<file path="src/hw/amp_protection_defs.vh">
`ifndef AMP_PROTECTION_DEFS_VH
`define AMP_PROTECTION_DEFS_VH

// register byte offsets on the apb bus
`define AP_ADDR_CTRL_ONE     8'h00
`define AP_ADDR_CTRL_TWO     8'h04
`define AP_ADDR_STAT_ONE     8'h10
`define AP_ADDR_STAT_TWO     8'h14
`define AP_ADDR_STAT_THREE   8'h18
`define AP_ADDR_STAT_FOUR    8'h1C
`define AP_ADDR_GLOBAL_STAT  8'h20

// control_byte_one fields
`define AP_C1_AMP_ON         0
`define AP_C1_MUTE           1

// control_byte_two fields
`define AP_C2_CH_OFF_LSB     0
`define AP_C2_LOAD_FAULT_INDICATOR_PIN_OFF  4
`define AP_C2_HIGH_LOW_VP    5

// per-channel status byte fields
`define AP_ST_SHORT_GND      0
`define AP_ST_SHORT_VP       1
`define AP_ST_SHORT_LOAD     2
`define AP_ST_SPK_FAULT      6
`define AP_ST_POR_FLAG       7

// global status fields
`define AP_GS_STATE_LSB      0
`define AP_GS_LOW_VP         4
`define AP_GS_LEGACY         5
`define AP_GS_POR_FLAG       7

// reset values
`define AP_CTRL_ONE_RST      2'h0
`define AP_CTRL_TWO_RST      6'h00

// timing, as printed, and clock rate
`define AP_MCLK_KHZ          40000
`define AP_FAST_MUTE_US      400
`define AP_SOFT_MUTE_US      20000
`define AP_RETRY_MS          15

`endif

</file>
<file path="src/hw/amp_protection_sequencer.v">
// Behaviour
// - speaker fault during start-up acts as short to ground; channel off.
// - speaker fault while running sets bit D6 only; no switch-off, no fault pin.
// - clearing amplifier-on bit: soft mute first, then ripple-filter discharge.
// - standby pin low gives fast mute then discharge, in both modes.
// - supply below low threshold fast-mutes outputs for about 400 us.
// - ac-ground and ripple-filter capacitors discharge only after the mute ends.
// - after low-supply mute, restart by itself when supply recovers and no reset.
// - any restart waits for ripple-filter capacitor to be discharged.
// - after a serial power-on reset, no automatic restart; wait for start command.
// - legacy mode restarts after a supply dip while standby pin stays high.
// - low threshold defaults low, fixed in legacy; high setting restarts above 8 V.
// - serial power-on reset clears latches, stops amp, sets flag, pulls fault pin.
// - host setting amplifier-on clears flag, releases fault pin, starts up.
// - legacy low supply stops amp; restarts on recovery if standby still enabled.
// - shorts switch off only that channel; channel and kind readable.
// - load short pulls fault pin only when load-fault reporting bit is zero.
// - channel with short to ground or supply stays off while fault persists.
// - load-shorted channel retried after 15 ms; off again if still shorted.
// - several load-shorted channels are retried one at a time.
// - host may disable a shorted channel over the bus.
//
// Our own choices: the register addresses and register access over APB.
`include "amp_protection_defs.vh"

module amp_protection_sequencer #(
  parameter [19:0] FAST_MUTE_CYCLES = `AP_FAST_MUTE_US * `AP_MCLK_KHZ / 1000,
  parameter [19:0] SOFT_MUTE_CYCLES = `AP_SOFT_MUTE_US * `AP_MCLK_KHZ / 1000,
  parameter [19:0] RETRY_CYCLES     = `AP_RETRY_MS * `AP_MCLK_KHZ
) (
  input  wire        MCLK,
  input  wire        SYS_RST,
  input  wire        PSEL,
  input  wire        PENABLE,
  input  wire        PWRITE,
  input  wire [7:0]  PADDR,
  input  wire [31:0] PWDATA,
  output reg  [31:0] PRDATA,
  output wire        PREADY,
  output wire        PSLVERR,
  input  wire        LEGACY_MODE,
  input  wire        STANDBY_MUTE_PIN_ON,
  input  wire        STANDBY_MUTE_PIN_UNMUTE,
  input  wire        VP_ABOVE_LOW,
  input  wire        VP_ABOVE_HIGH,
  input  wire        VP_ABOVE_RESTART_HIGH,
  input  wire        VP_POR,
  input  wire        STARTUP_DONE,
  input  wire        RIPPLE_FILTER_CAP_LOW,
  input  wire [3:0]  SHORT_GND,
  input  wire [3:0]  SHORT_VP,
  input  wire [3:0]  SHORT_LOAD,
  input  wire [3:0]  SPEAKER_FAULT,
  output wire [3:0]  CH_ENABLE,
  output reg         AMP_ON,
  output reg         SOFT_MUTE,
  output reg         FAST_MUTE,
  output reg         RIPPLE_FILTER_CAP_DISCHARGE,
  output reg         AC_GROUND_CAP_DISCHARGE,
  output wire        HIGH_LOW_VP_SELECT,
  output wire        FAULT_INDICATOR_PIN_O,
  output reg         FAULT_INDICATOR_PIN_OE
);

  localparam [2:0] ST_OFF   = 3'h0;
  localparam [2:0] ST_START = 3'h1;
  localparam [2:0] ST_RUN   = 3'h2;
  localparam [2:0] ST_MUTE  = 3'h3;
  localparam [2:0] ST_DISCH = 3'h4;

  // one-hot channel select for the four status byte offsets
  function [3:0] ch_sel;
    input [7:0] addr;
    begin
      case (addr)
        `AP_ADDR_STAT_ONE:   ch_sel = 4'h1;
        `AP_ADDR_STAT_TWO:   ch_sel = 4'h2;
        `AP_ADDR_STAT_THREE: ch_sel = 4'h4;
        `AP_ADDR_STAT_FOUR:  ch_sel = 4'h8;
        default:             ch_sel = 4'h0;
      endcase
    end
  endfunction

  // two-stage synchroniser on every comparator and pin input
  wire [24:0] raw_in = {SPEAKER_FAULT, SHORT_LOAD, SHORT_VP, SHORT_GND,
                        STANDBY_MUTE_PIN_UNMUTE, STANDBY_MUTE_PIN_ON, RIPPLE_FILTER_CAP_LOW,
                        STARTUP_DONE, VP_POR, VP_ABOVE_RESTART_HIGH, VP_ABOVE_HIGH,
                        VP_ABOVE_LOW, LEGACY_MODE};
  reg  [24:0] meta_reg;
  reg  [24:0] sync_reg;

  always @(posedge MCLK) begin
    if (SYS_RST) begin
      meta_reg <= 25'h000_0000;
      sync_reg <= 25'h000_0000;
    end else begin
      meta_reg <= raw_in;
      sync_reg <= meta_reg;
    end
  end

  wire       legacy      = sync_reg[0];
  wire       vp_low_ok   = sync_reg[1];
  wire       vp_high_ok  = sync_reg[2];
  wire       vp_8v_ok    = sync_reg[3];
  wire       por_det     = sync_reg[4];
  wire       started     = sync_reg[5];
  wire       cap_low     = sync_reg[6];
  wire       stb_on      = sync_reg[7];
  wire       stb_unmute  = sync_reg[8];
  wire [3:0] sh_gnd      = sync_reg[12:9];
  wire [3:0] sh_vp       = sync_reg[16:13];
  wire [3:0] sh_load     = sync_reg[20:17];
  wire [3:0] spk         = sync_reg[24:21];

  reg  [1:0]  ctrl_one_reg;
  reg  [5:0]  ctrl_two_reg;
  reg         por_flag_reg;
  reg  [2:0]  state_reg;
  reg  [2:0]  state_next;
  reg  [19:0] mute_cnt_reg;
  reg         fast_reg;
  reg         lvp_cause_reg;
  reg  [3:0]  flag_gnd_reg;
  reg  [3:0]  flag_vp_reg;
  reg  [3:0]  flag_load_reg;
  reg  [3:0]  flag_spk_reg;
  reg  [3:0]  blocked_reg;
  reg  [3:0]  load_off_reg;
  reg  [19:0] retry_cnt_reg;
  reg  [1:0]  rr_reg;
  reg  [3:0]  grant;
  reg  [1:0]  grant_idx;
  reg         found;
  reg  [1:0]  idx;
  reg  [31:0] rd_mux;
  integer     k;
  integer     j;

  wire wr_access = PSEL & PENABLE & PWRITE;
  wire rd_setup  = PSEL & ~PENABLE & ~PWRITE;
  wire [3:0] st_sel = ch_sel(PADDR);
  wire mapped = (PADDR == `AP_ADDR_CTRL_ONE) | (PADDR == `AP_ADDR_CTRL_TWO) |
                (PADDR == `AP_ADDR_GLOBAL_STAT) | (|st_sel);

  assign PREADY  = 1'b1;
  assign PSLVERR = PSEL & PENABLE & ~mapped;

  // legacy mode has no bus, so the threshold stays at the lower setting
  assign HIGH_LOW_VP_SELECT = ~legacy & ctrl_two_reg[`AP_C2_HIGH_LOW_VP];
  wire low_vp     = HIGH_LOW_VP_SELECT ? ~vp_high_ok : ~vp_low_ok;
  wire restart_ok = HIGH_LOW_VP_SELECT ? vp_8v_ok : vp_low_ok;
  // a dropped standby pin removes the request in either mode
  wire amp_req    = stb_on & (legacy | (ctrl_one_reg[`AP_C1_AMP_ON] & ~por_flag_reg));
  wire running    = (state_reg == ST_START) | (state_reg == ST_RUN);
  wire por_serial = por_det & ~legacy;
  wire on_write   = wr_access & (PADDR == `AP_ADDR_CTRL_ONE) & PWDATA[`AP_C1_AMP_ON];

  always @* begin
    state_next = state_reg;
    case (state_reg)
      ST_OFF: begin
        // restart only from a discharged ripple filter, and outside legacy mode never while flagged
        if (amp_req & ~low_vp & restart_ok & cap_low)
          state_next = ST_START;
      end
      ST_START: begin
        if (low_vp | ~amp_req)
          state_next = ST_MUTE;
        else if (started)
          state_next = ST_RUN;
      end
      ST_RUN: begin
        if (low_vp | ~amp_req)
          state_next = ST_MUTE;
      end
      ST_MUTE: begin
        if (mute_cnt_reg == 20'h0_0000)
          state_next = ST_DISCH;
      end
      ST_DISCH: begin
        if (cap_low)
          state_next = ST_OFF;
      end
      default: state_next = ST_OFF;
    endcase
  end

  always @(posedge MCLK) begin
    if (SYS_RST) begin
      state_reg     <= ST_OFF;
      mute_cnt_reg  <= 20'h0_0000;
      fast_reg      <= 1'b0;
      lvp_cause_reg <= 1'b0;
    end else if (por_det) begin
      state_reg     <= ST_OFF;
      mute_cnt_reg  <= 20'h0_0000;
      fast_reg      <= 1'b0;
      lvp_cause_reg <= 1'b0;
    end else begin
      state_reg <= state_next;
      if (running & (state_next == ST_MUTE)) begin
        // supply dip or dropped standby pin takes the short fast mute
        fast_reg      <= low_vp | ~stb_on;
        lvp_cause_reg <= low_vp;
        mute_cnt_reg  <= (low_vp | ~stb_on) ? FAST_MUTE_CYCLES - 20'h0_0001
                                            : SOFT_MUTE_CYCLES - 20'h0_0001;
      end else if ((state_reg == ST_MUTE) & (mute_cnt_reg != 20'h0_0000)) begin
        mute_cnt_reg <= mute_cnt_reg - 20'h0_0001;
      end
      if (state_next == ST_START)
        lvp_cause_reg <= 1'b0;
    end
  end

  // control latches; a serial power-on reset wipes them
  always @(posedge MCLK) begin
    if (SYS_RST) begin
      ctrl_one_reg <= `AP_CTRL_ONE_RST;
      ctrl_two_reg <= `AP_CTRL_TWO_RST;
      por_flag_reg <= 1'b0;
    end else if (por_serial) begin
      ctrl_one_reg <= `AP_CTRL_ONE_RST;
      ctrl_two_reg <= `AP_CTRL_TWO_RST;
      por_flag_reg <= 1'b1;
    end else begin
      if (wr_access & (PADDR == `AP_ADDR_CTRL_ONE))
        ctrl_one_reg <= PWDATA[1:0];
      if (wr_access & (PADDR == `AP_ADDR_CTRL_TWO))
        ctrl_two_reg <= PWDATA[5:0];
      if (on_write)
        por_flag_reg <= 1'b0;
    end
  end

  // load-short retry: one shared timer, round robin over pending channels
  always @* begin
    grant     = 4'h0;
    grant_idx = rr_reg;
    found     = 1'b0;
    idx       = 2'h0;
    for (k = 0; k < 4; k = k + 1) begin
      idx = rr_reg + k[1:0];
      if (~found & load_off_reg[idx] & (retry_cnt_reg == RETRY_CYCLES - 20'h0_0001)) begin
        grant[idx] = 1'b1;
        grant_idx  = idx;
        found      = 1'b1;
      end
    end
  end

  always @(posedge MCLK) begin
    if (SYS_RST) begin
      retry_cnt_reg <= 20'h0_0000;
      rr_reg        <= 2'h0;
    end else if (~(|load_off_reg)) begin
      retry_cnt_reg <= 20'h0_0000;
    end else if (found) begin
      // timer restarts per grant so retries never overlap
      retry_cnt_reg <= 20'h0_0000;
      rr_reg        <= grant_idx + 2'h1;
    end else begin
      retry_cnt_reg <= retry_cnt_reg + 20'h0_0001;
    end
  end

  genvar i;
  generate
    for (i = 0; i < 4; i = i + 1) begin : chan
      wire clr     = wr_access & st_sel[i];
      // start-up cannot tell a speaker fault from a short to ground
      wire gnd_hit = sh_gnd[i] | ((state_reg == ST_START) & spk[i]);
      wire hard    = gnd_hit | sh_vp[i];

      assign CH_ENABLE[i] = running & ~blocked_reg[i] & ~load_off_reg[i] &
                            ~ctrl_two_reg[`AP_C2_CH_OFF_LSB + i];

      always @(posedge MCLK) begin
        if (SYS_RST) begin
          blocked_reg[i]   <= 1'b0;
          load_off_reg[i]  <= 1'b0;
          flag_gnd_reg[i]  <= 1'b0;
          flag_vp_reg[i]   <= 1'b0;
          flag_load_reg[i] <= 1'b0;
          flag_spk_reg[i]  <= 1'b0;
        end else begin
          if (CH_ENABLE[i] & hard)
            blocked_reg[i] <= 1'b1;
          // a speaker fault caught at start-up keeps the channel off while it persists
          else if (~hard & ~spk[i])
            blocked_reg[i] <= 1'b0;
          if (~running)
            load_off_reg[i] <= 1'b0;
          else if (CH_ENABLE[i] & sh_load[i])
            load_off_reg[i] <= 1'b1;
          else if (grant[i])
            load_off_reg[i] <= 1'b0;
          // a new event outranks a clear written in the same cycle
          flag_gnd_reg[i]  <= (flag_gnd_reg[i] & ~(clr & PWDATA[`AP_ST_SHORT_GND])) |
                              (CH_ENABLE[i] & gnd_hit);
          flag_vp_reg[i]   <= (flag_vp_reg[i] & ~(clr & PWDATA[`AP_ST_SHORT_VP])) |
                              (CH_ENABLE[i] & sh_vp[i]);
          flag_load_reg[i] <= (flag_load_reg[i] & ~(clr & PWDATA[`AP_ST_SHORT_LOAD])) |
                              (CH_ENABLE[i] & sh_load[i]);
          flag_spk_reg[i]  <= (flag_spk_reg[i] & ~(clr & PWDATA[`AP_ST_SPK_FAULT])) |
                              ((state_reg == ST_RUN) & CH_ENABLE[i] & spk[i]);
        end
      end
    end
  endgenerate

  // fault pin is open drain; speaker faults in ST_RUN never reach it
  wire short_rpt = ~legacy & ctrl_two_reg[`AP_C2_LOAD_FAULT_INDICATOR_PIN_OFF];
  // the report-off bit hides every kind of short from the pin, not only load shorts
  wire pull_low  = (~legacy & por_flag_reg) | low_vp |
                   (((|blocked_reg) | (|load_off_reg)) & ~short_rpt);
  wire user_mute = legacy ? (stb_on & ~stb_unmute) : ctrl_one_reg[`AP_C1_MUTE];

  assign FAULT_INDICATOR_PIN_O = 1'b0;

  always @(posedge MCLK) begin
    if (SYS_RST) begin
      FAULT_INDICATOR_PIN_OE      <= 1'b0;
      AMP_ON                      <= 1'b0;
      SOFT_MUTE                   <= 1'b0;
      FAST_MUTE                   <= 1'b0;
      RIPPLE_FILTER_CAP_DISCHARGE <= 1'b0;
      AC_GROUND_CAP_DISCHARGE     <= 1'b0;
    end else begin
      FAULT_INDICATOR_PIN_OE      <= pull_low;
      AMP_ON                      <= running;
      SOFT_MUTE                   <= ((state_reg == ST_MUTE) & ~fast_reg) | (running & user_mute);
      FAST_MUTE                   <= (state_reg == ST_MUTE) & fast_reg;
      RIPPLE_FILTER_CAP_DISCHARGE <= (state_reg == ST_DISCH) | (state_reg == ST_OFF);
      AC_GROUND_CAP_DISCHARGE     <= ((state_reg == ST_DISCH) | (state_reg == ST_OFF)) &
                                     lvp_cause_reg;
    end
  end

  always @* begin
    rd_mux = 32'h0000_0000;
    case (PADDR)
      `AP_ADDR_CTRL_ONE:    rd_mux[1:0] = ctrl_one_reg;
      `AP_ADDR_CTRL_TWO:    rd_mux[5:0] = ctrl_two_reg;
      `AP_ADDR_GLOBAL_STAT: begin
        rd_mux[`AP_GS_STATE_LSB + 2:`AP_GS_STATE_LSB] = state_reg;
        rd_mux[`AP_GS_LOW_VP]   = low_vp;
        rd_mux[`AP_GS_LEGACY]   = legacy;
        rd_mux[`AP_GS_POR_FLAG] = por_flag_reg;
      end
      default: begin
        for (j = 0; j < 4; j = j + 1) begin
          if (st_sel[j]) begin
            rd_mux[`AP_ST_SHORT_GND]  = flag_gnd_reg[j];
            rd_mux[`AP_ST_SHORT_VP]   = flag_vp_reg[j];
            rd_mux[`AP_ST_SHORT_LOAD] = flag_load_reg[j];
            rd_mux[`AP_ST_SPK_FAULT]  = flag_spk_reg[j];
          end
        end
        if (st_sel[1])
          rd_mux[`AP_ST_POR_FLAG] = por_flag_reg;
      end
    endcase
  end

  // read data captured in the setup phase so it is a flop in the access phase
  always @(posedge MCLK) begin
    if (SYS_RST)
      PRDATA <= 32'h0000_0000;
    else if (rd_setup)
      PRDATA <= rd_mux;
  end

endmodule

</file>
<file path="config.mk">
export PLATFORM = sky130hd
export DESIGN_NAME = amp_protection_sequencer
export DESIGN_NICKNAME = d
export VERILOG_FILES = /design/src/hw/amp_protection_sequencer.v
export VERILOG_INCLUDE_DIRS = /design/src /design/src/hw
export SDC_FILE = /design/constraint.sdc
export NUM_CORES = 1
export LEC_CHECK = 0
export ABC_AREA = 1
export BUFFER_PORTS_ARGS = -buffer_cell sky130_fd_sc_hd__buf_2
export CAP_MARGIN = 40
export CORE_AREA = 2 2 142 144
export DETAILED_ROUTE_END_ITERATION = 8
export DIE_AREA = 0 0 144 146
export PLACE_DENSITY = 0.6
export SLEW_MARGIN = 5
export SYNTH_ARGS = -nofsm -noshare
export SYNTH_HDL_FRONTEND = slang
export SYNTH_SLANG_ARGS = --single-unit
</file>
<file path="constraint.sdc">
create_clock -name MCLK -period 5.95 [get_ports MCLK]
set_clock_uncertainty 0.15 [all_clocks]
set_input_delay 0.8925 -clock MCLK [delete_from_list [all_inputs] [get_ports MCLK]]
set_output_delay 0.8925 -clock MCLK [all_outputs]
set_load 0.01 [all_outputs]
</file>
==> results of run 1 <==
-- placed cells by master, fill, tap and decap left out, types with 6 or more instances in the layout --
cell type / synthesis / final
a21oi_1: 66 / 66
a31oi_1: 13 / 13
buf_2: 1 / 64
clkbuf_16: 0 / 17
conb_1: 2 / 26
dfxtp_1: 144 / 144
ha_1: 6 / 6
inv_1: 154 / 154
inv_2: 8 / 8
nand2_1: 120 / 120
nand2_2: 8 / 8
nand3_1: 38 / 38
nand4_1: 15 / 15
nor2_1: 120 / 120
nor2_2: 9 / 9
nor2_4: 6 / 6
nor3_1: 21 / 20
nor3_2: 6 / 7
o21ai_0: 51 / 51
xor2_1: 16 / 16
-- cell type report --
type	count	share of cell area
clock buffers	18	0.0554
clock inverters	13	0.0226
inverters	165	0.0805
multi-input cells	572	0.385
flip-flops and latches	144	0.372
well taps	265	0.0428
repair buffers	65	0.0423
-- through the flow --
step | std cells | utilization
after floorplan | 924 | -
after global placement | 1211 | 0.370
after detailed placement | 1211 | 0.370
final | 1242 | 0.401
after CTS | 1242 | 0.401
after global routing | 1242 | 0.401
-- cells by family (layout without fill, tap and decap cells) --
group                    count (synthesis)  in the layout  share of synthesized area
AO/OA/AOI/OAI                          153            153                      0.129
flip-flops                             144            144                      0.432
XOR/XNOR                                19             19                     0.0249
adder cells (fa/ha/maj)                  6              6                     0.0112
other                                    2             26                    0.00113
AND/OR/NAND/NOR                        368            368                      0.266
buffers and inverters                  208            261                      0.136
-- worst max-delay path, stage by stage --
cell	delay, ns
buf_2	0.10
nor2_1	0.25
nand3_1	0.15
nor3_1	0.55
inv_1	0.14
nand4_1	0.11
nor3_1	0.08
buf_2	0.15
-- routing by layer --
layer | track usage | routed length [µm] | up-vias
met5 | 0 | 0 | -
met4 | 0.0451 | 188 | 0
met3 | 0.0395 | 766 | 14
met2 | 0.220 | 6470 | 135
met1 | 0.212 | 7650 | 2489
li1 | - | - | 2945
-- how the worst min path moves through the flow --
stage | from | to | slack, ns | depth (start not counted)
floorplan | meta_reg[0]$_SDFF_PP0_ | sync_reg[0]$_SDFF_PP0_ | 0.24 | 2
global placement | meta_reg[1]$_SDFF_PP0_ | sync_reg[1]$_SDFF_PP0_ | 0.24 | 2
detailed placement | meta_reg[3]$_SDFF_PP0_ | sync_reg[3]$_SDFF_PP0_ | 0.24 | 2
CTS | meta_reg[2]$_SDFF_PP0_ | sync_reg[2]$_SDFF_PP0_ | 0.25 | 2
global route | meta_reg[5]$_SDFF_PP0_ | sync_reg[5]$_SDFF_PP0_ | 0.27 | 2
finish | meta_reg[17]$_SDFF_PP0_ | sync_reg[17]$_SDFF_PP0_ | 0.25 | 2
-- power breakdown --
part	total, mW	internal [mW]	leakage (nW)	switching [mW]
registers	1.11	1.05	1.17	0.0591
logic	0.818	0.278	1.91	0.540
clock network	1.10	0.667	0.294	0.429
total	3.02	2.00	3.38	1.03
==> metrics.cfg, run 1 <==
[outcome]
outcome=complete, no violations

[logic_synthesis]
ys_ff_latch=144
synth_area_leaders=dfxtp_1 43%, inv_1 8.7%, nand2_1 6.7%
seq_area_frac_synth=0.432
ys.flop_type=dfxtp_1
yosysMostFrequentCell=inv_1
synth_cell_types=47
synth_common_cells=154 x inv_1, 144 x dfxtp_1, 120 x nand2_1, 120 x nor2_1, 66 x a21oi_1
yosys_warnings=0
syn_inst=900
synth.largest_area_cell=dfxtp_1
synth_edf_count=0
syn_avg_cell_area_um2=7.42
synth_area_mm2=0.00668
netlist.area_leader.share=0.432
async_flop_share=0

[setup_path]
critical_path.endpoint=PSLVERR
path_max_fanout=6
startpoint=PADDR[7]
path_class=primary input to primary output
critPathCaptureType=primary output
reg2reg_slack_ns=3.34
r2r_start=rr_reg[0]$_SDFFE_PP0P_
worst_ep_required_time_ns=4.91
r2r_end=retry_cnt_reg[2]$_SDFF_PP0_
startpoint_type=primary input
arrival_ns=2.44
rr_worst_depth=11

[sta]
tightest_slew_ns=0.779
holdWs_ns=0.251
slew-limit-headroom=0.476
final_hold_viol_count=0
rsz0062_at_grt=no
setup_slack_ns=2.47
setup-tns-final_ns=0
fin_crit_ns=3.48
max_freq_mhz=287
fin_crit_sh=0.585
maxSlewViolCount=0
finalSetupViolCount=0

[clock_tree]
cts_max_level=4
cts-buffers-inserted=17
clk_latency_ns=0.42
cts.sinks=144
cts_tree=yes
clk_pin_slew_worst_paths_ns=0.06
postCtsSetupBuffers=0
ctsResizeCount=0
postCtsHoldBufs=0
ctsLongestPathBuffers=2
clock-root-buffer=clkbuf_16

[layout]
fin_nets=1041
drive_gt1_frac=0.162
area_growth_pct=16.1
fin_area_mm2=0.00775
area.sequential_mm2=0.00288
multi_input_area_mm2=0.00298
fillCellCount=2023
antenna_cells=0

[placed_design]
dpl_worst_slack_ns=2.49
port_buffers=64
gp_congestion=0.829
dpl.hpwl_um=11200
post_dp_cell_area_mm2=0.00715

[pwr]
power.leakage_nw=3.38
powerDensity_mw_per_mm2=390
fin_total_pwr_mw=3.02
vdd_ir_drop_max_uv=217

[die]
die_h_um=146
dieArea_mm2=0.0210
start_util=0.345
rows=51
io_pins=116
dieWidth_um=144
coreArea_mm2=0.0193

[global_routing]
grt_pass1_vias=4994
grt_max_degree=80
grt_pass1_wl_um=24900
antenna_found_initial=0
grt.total_usage=0.149
grt_overflow=0

[routing]
drc=0
dr.pass1.iters=7
postRouteAntennaNets=0
drt-vias-per-instance=4.50
wire_per_inst_um=12.1
drt_iter0_drc=382
drt_wl_total_um=15100
vias=5583

[run]
maxCapViolations=0

[min_path]
hold_class=register to register

Power figures use the tool's default switching activity.
==> inputs of run 2 (changes only) <==
--- a/config.mk
+++ b/config.mk
@@ -12,7 +12,7 @@
 export CORE_AREA = 2 2 142 144
 export DETAILED_ROUTE_END_ITERATION = 8
 export DIE_AREA = 0 0 144 146
-export PLACE_DENSITY = 0.6
+export PLACE_DENSITY = 0.62
 export SLEW_MARGIN = 5
 export SYNTH_ARGS = -nofsm -noshare
 export SYNTH_HDL_FRONTEND = slang
==> constraint.sdc (replaced) <==
create_clock -name MCLK -period 3 [get_ports MCLK]
set_clock_uncertainty 0.15 [all_clocks]
set_input_delay 0.45 -clock MCLK [delete_from_list [all_inputs] [get_ports MCLK]]
set_output_delay 0.45 -clock MCLK [all_outputs]
set_load 0.01 [all_outputs]
==> run 2 against run 1 <==
- global-route usage shrank 0.16 points
- wire length about the same
- critical path depth shrank 2
- sequential share of layout area about the same
- power is 94% higher
- critical path type is now register to primary output
- largest power group unchanged
==> metrics.cfg, run 2 (synthesis results as in run 1) <==
[outcome]
outcome=complete, no violations

[sta]
fin_crit_ns=2.65
fin_crit_sh=0.883
rsz0062_at_grt=no
finalSetupViolCount=0
slew-limit-headroom=0.539
max_freq_mhz=377
final_hold_viol_count=0
tightest_slew_ns=0.692
maxSlewViolCount=0
setup-tns-final_ns=0

[setup_path]
path_class=register to primary output
path_max_fanout=7
startpoint_type=register
worst_ep_required_time_ns=2.40
critPathCaptureType=primary output
arrival_ns=2.05

[layout]
multi_input_area_mm2=0.00298
area.sequential_mm2=0.00288
antenna_cells=0
final_common_cell=inv_1
drive_gt1_frac=0.167
fin_cells=1248
fillCellCount=2008
area_growth_pct=16.2
final_cell_mix=154 x inv_1, 144 x dfxtp_1, 120 x nand2_1, 120 x nor2_1, 66 x a21oi_1
fin_area_mm2=0.00775
fin_nets=1047

[pwr]
p_switching_mw=2.02
power_frac_seq=0.376
p_clk_frac=0.345
intPower_mw=3.83
vdd_ir_drop_max_uv=379
switching_share=0.345
combPwrFrac=0.279
power.leakage_nw=3.39
powerDensity_mw_per_mm2=755

[clock_tree]
ctsLongestPathBuffers=2
cts-buffers-inserted=17
clock-root-buffer=clkbuf_16
postCtsSetupBuffers=0
cts.sinks=144
postCtsHoldBufs=0
cts_max_level=4
cts_tree=yes
ctsResizeCount=0
clk_latency_ns=0.42
clk_pin_slew_worst_paths_ns=0.06

[routing]
wire_per_inst_um=12.1
wl_met1_um=7420
drc=0
dr.max_layer_used=met4
drt_iter0_drc=369
vias=5592
dr_wl_met2_um=6740
postRouteAntennaNets=0
drt-vias-per-instance=4.48
dr_wl_met3_um=792
dr.pass1.iters=4
drt_wl_total_um=15100

[die]
dieWidth_um=144
rows=51
start_util=0.345
die_h_um=146
coreArea_mm2=0.0193
io_pins=116
dieArea_mm2=0.0210

[global_routing]
grt_overflow=0
grt_max_degree=73
grt_pass1_vias=5024
grt.total_usage=0.147
grt_pass1_wl_um=24500
antenna_found_initial=0

[run]
maxCapViolations=0

[placed_design]
dpl.hpwl_um=11300
port_buffers=64
post_dp_cell_area_mm2=0.00719
gp_congestion=0.886
dp_cells=1217

[min_path]
hold_class=primary input to register

==> run 2: cell count changes in the layout (fill, tap and decap cells not counted) <==
cell / delta
nor3_2: -1
inv_6: -2
clkinvlp_4: +2
clkbuf_8: +1
clkbuf_1: -1
clkinv_2: +1
inv_8: +1
bufinv_16: -2
buf_4: +6
nor3_1: +1
==> run 2: final cells by class <==
cell class	instances	area share
inverter	165	0.0805
tap	265	0.0428
multi-input combinational	572	0.384
clock inverter	13	0.0166
timing repair buffer	71	0.0481
sequential	144	0.372
clock buffer	18	0.0566
==> run 2: path summary, 6_finish.rpt <==
check,end,startpoint,depth (start not counted),slack (ns)
worst max-delay path,CH_ENABLE[2],state_reg[2]$_SDFF_PP0_,6,0.35
worst min-delay path,meta_reg[23]$_SDFF_PP0_,SPEAKER_FAULT[2],3,0.08
worst min register to register,sync_reg[13]$_SDFF_PP0_,meta_reg[13]$_SDFF_PP0_,2,0.25
worst max register to register,retry_cnt_reg[18]$_SDFF_PP0_,rr_reg[1]$_SDFFE_PP0P_,11,0.52
==> run 2: critical path, stage by stage, from the launching register on <==
cell,delay [ns]
dfxtp_1,0.43
nor3_4,0.35
inv_2,0.07
nand2_2,0.09
inv_4,0.06
nor4_2,0.39
buf_2,0.23
==> run 2: stage by stage <==
stage	hold slack, ns	total power [mW]	setup slack [ns]	utilization
final	0.0772	5.85	0.351	0.401
after global routing	0.0644	6.22	0.195	0.401
after detailed placement	0.242	3.87	0.537	0.372
after floorplan	0.238	3.51	0.880	-
after global placement	0.242	3.85	0.540	0.372
after CTS	0.0577	5.91	0.270	0.401
==> run 2: power groups by stage <==
stage | Clock [mW] | Sequential (mW) | Combinational, mW
floorplan | 0 | 2.22 | 1.29
global placement | 0 | 2.24 | 1.61
detailed placement | 0 | 2.24 | 1.63
CTS | 2.07 | 2.20 | 1.64
global route | 2.16 | 2.22 | 1.84
finish | 2.02 | 2.20 | 1.63
==> run 2: metal layers <==
| layer | GRT usage | vias up |
|---|---|---|
| li1 | - | 2966 |
| met1 | 0.207 | 2470 |
| met2 | 0.225 | 146 |
| met3 | 0.0342 | 10 |
| met4 | 0.0412 | 0 |
| met5 | 0 | - |
==> inputs of run 3 (changes only) <==
--- a/config.mk
+++ b/config.mk
@@ -12,7 +12,7 @@
 export CORE_AREA = 2 2 142 144
 export DETAILED_ROUTE_END_ITERATION = 8
 export DIE_AREA = 0 0 144 146
-export PLACE_DENSITY = 0.62
+export PLACE_DENSITY = 0.6
 export SLEW_MARGIN = 5
 export SYNTH_ARGS = -nofsm -noshare
 export SYNTH_HDL_FRONTEND = slang
==> constraint.sdc (replaced) <==
create_clock -name MCLK -period 3.1 [get_ports MCLK]
set_clock_uncertainty 0.15 [all_clocks]
set_input_delay 0.465 -clock MCLK [delete_from_list [all_inputs] [get_ports MCLK]]
set_output_delay 0.465 -clock MCLK [all_outputs]
set_load 0.01 [all_outputs]
==> run 3 against run 2 <==
- final area is 0.21% higher
- worst setup slack gained 0.065 ns
- utilization rose by 0.084 points
- critical path type unchanged
- power is 0.94% lower
- sequential power decreased by 3%
- combinational power fell by 3%
- sequential share of layout area down 0.078 points
- die area unchanged
- largest power group unchanged
==> metrics.cfg, run 3 (synthesis results as in run 1) <==
[outcome]
outcome=complete, no violations

[placed_design]
dpl.hpwl_um=11300
port_buffers=64
gp_congestion=0.821

[global_routing]
grt_pass1_wl_um=25400
grt_overflow=0
grt.total_usage=0.152
grt_max_degree=54
antenna_found_initial=0
grt_pass1_vias=5171

[routing]
wire_per_inst_um=12.3
drt-vias-per-instance=4.50
drt_wl_total_um=15300
dr.pass1.iters=5
drt_iter0_drc=277
postRouteAntennaNets=0
vias=5604
drc=0

[min_path]
hold_class=primary input to register
holdPathStages=3
min_from=SHORT_LOAD[2]

[layout]
fin_nets=1045
area.sequential_mm2=0.00288
final_cell_mix=154 x inv_1, 144 x dfxtp_1, 120 x nand2_1, 120 x nor2_1, 66 x a21oi_1
final_core_util=0.402
final_common_cell=inv_1
antenna_cells=0
area_growth_pct=16.4
multi_input_area_mm2=0.00298
fillCellCount=2028
drive_gt1_frac=0.166

[pwr]
power_frac_seq=0.367
powerDensity_mw_per_mm2=746
power.leakage_nw=3.39
vdd_ir_drop_max_uv=381
p_switching_mw=2.04
switching_share=0.351
combPwrFrac=0.272
intPower_mw=3.76
p_clk_frac=0.361

[die]
die_h_um=146
rows=51
io_pins=116
dieArea_mm2=0.0210
start_util=0.345
coreArea_mm2=0.0193
dieWidth_um=144

[setup_path]
rr_worst_depth=11
arrival_ns=2.07
critPathCaptureType=primary output
worst_ep_required_time_ns=2.48
path_max_fanout=7
r2r_start=rr_reg[1]$_SDFFE_PP0P_
startpoint_type=register
path_class=register to primary output
startpoint=state_reg[2]$_SDFF_PP0_

[clock_tree]
postCtsSetupBuffers=0
postCtsHoldBufs=0
clock-root-buffer=clkbuf_16
clk_pin_slew_worst_paths_ns=0.07
cts_tree=yes
ctsLongestPathBuffers=2
cts-buffers-inserted=17
cts_max_level=4
clk_latency_ns=0.43
ctsResizeCount=0
cts.sinks=144

[sta]
rsz0062_at_grt=no
final_hold_viol_count=0
fin_crit_ns=2.68
tightest_slew_ns=0.809
fin_crit_sh=0.866
slew-limit-headroom=0.456
finalSetupViolCount=0
maxSlewViolCount=0
max_freq_mhz=373
setup-tns-final_ns=0

[run]
maxCapViolations=0

run 3: cell types whose count changed in the layout (fill, tap and decap cells not counted), moves of 2 or more:
cell	previous run	this run
clkinv_2	2	0
clkinv_4	2	0
inv_6	3	6
buf_4	7	5
run 3: stage by stage:
stage	power, mW	setup slack [ns]	cell area (µm²)	cells	hold WS (ns)
after floorplan	3.39	0.980	6770	924	0.238
after global placement	3.72	0.619	7180	1215	0.242
after detailed placement	3.73	0.580	7180	1215	0.243
after CTS	5.84	0.361	7770	1246	0.0690
after global routing	6.13	0.260	7770	1246	0.0801
final	5.80	0.416	7770	1246	0.0849
run 3: cell type report:
class | instances | area share
multi-input cells | 572 | 0.384
flip-flops and latches | 144 | 0.371
inverters | 165 | 0.0803
clock buffers | 17 | 0.0547
repair buffers | 69 | 0.0460
well taps | 265 | 0.0427
clock inverters | 14 | 0.0217
run 3: path summary, 6_finish.rpt:
| check | endpoint | slack [ns] |
|---|---|---|
| max | CH_ENABLE[2] | 0.42 |
| min | meta_reg[19]$_SDFF_PP0_ | 0.08 |
| max reg2reg | retry_cnt_reg[18]$_SDFF_PP0_ | 0.56 |
| min reg2reg | sync_reg[11]$_SDFF_PP0_ | 0.24 |
run 3: power by group through the flow:
stage               clock, mW  combinational, mW  sequential [mW]
finish                   2.09               1.58             2.13
floorplan                   0               1.24             2.15
global route             2.21               1.77             2.15
CTS                      2.14               1.57             2.13
detailed placement          0               1.56             2.17
global placement            0               1.55             2.17
run 3: per-layer routing:
| metal | track usage | part of all wire |
|---|---|---|
| met2 | 0.225 | 0.43 |
| met1 | 0.215 | 0.51 |
| met3 | 0.0415 | 0.049 |
| met4 | 0.0466 | 0.012 |
| met5 | 0 | 0 |
run 3: critical path, cell delays in order (launching register included):
cell     delay [ns]
dfxtp_1        0.41
nor3_4         0.37
inv_2          0.07
nand2_2        0.09
inv_4          0.06
nor4_2         0.40
buf_2          0.23
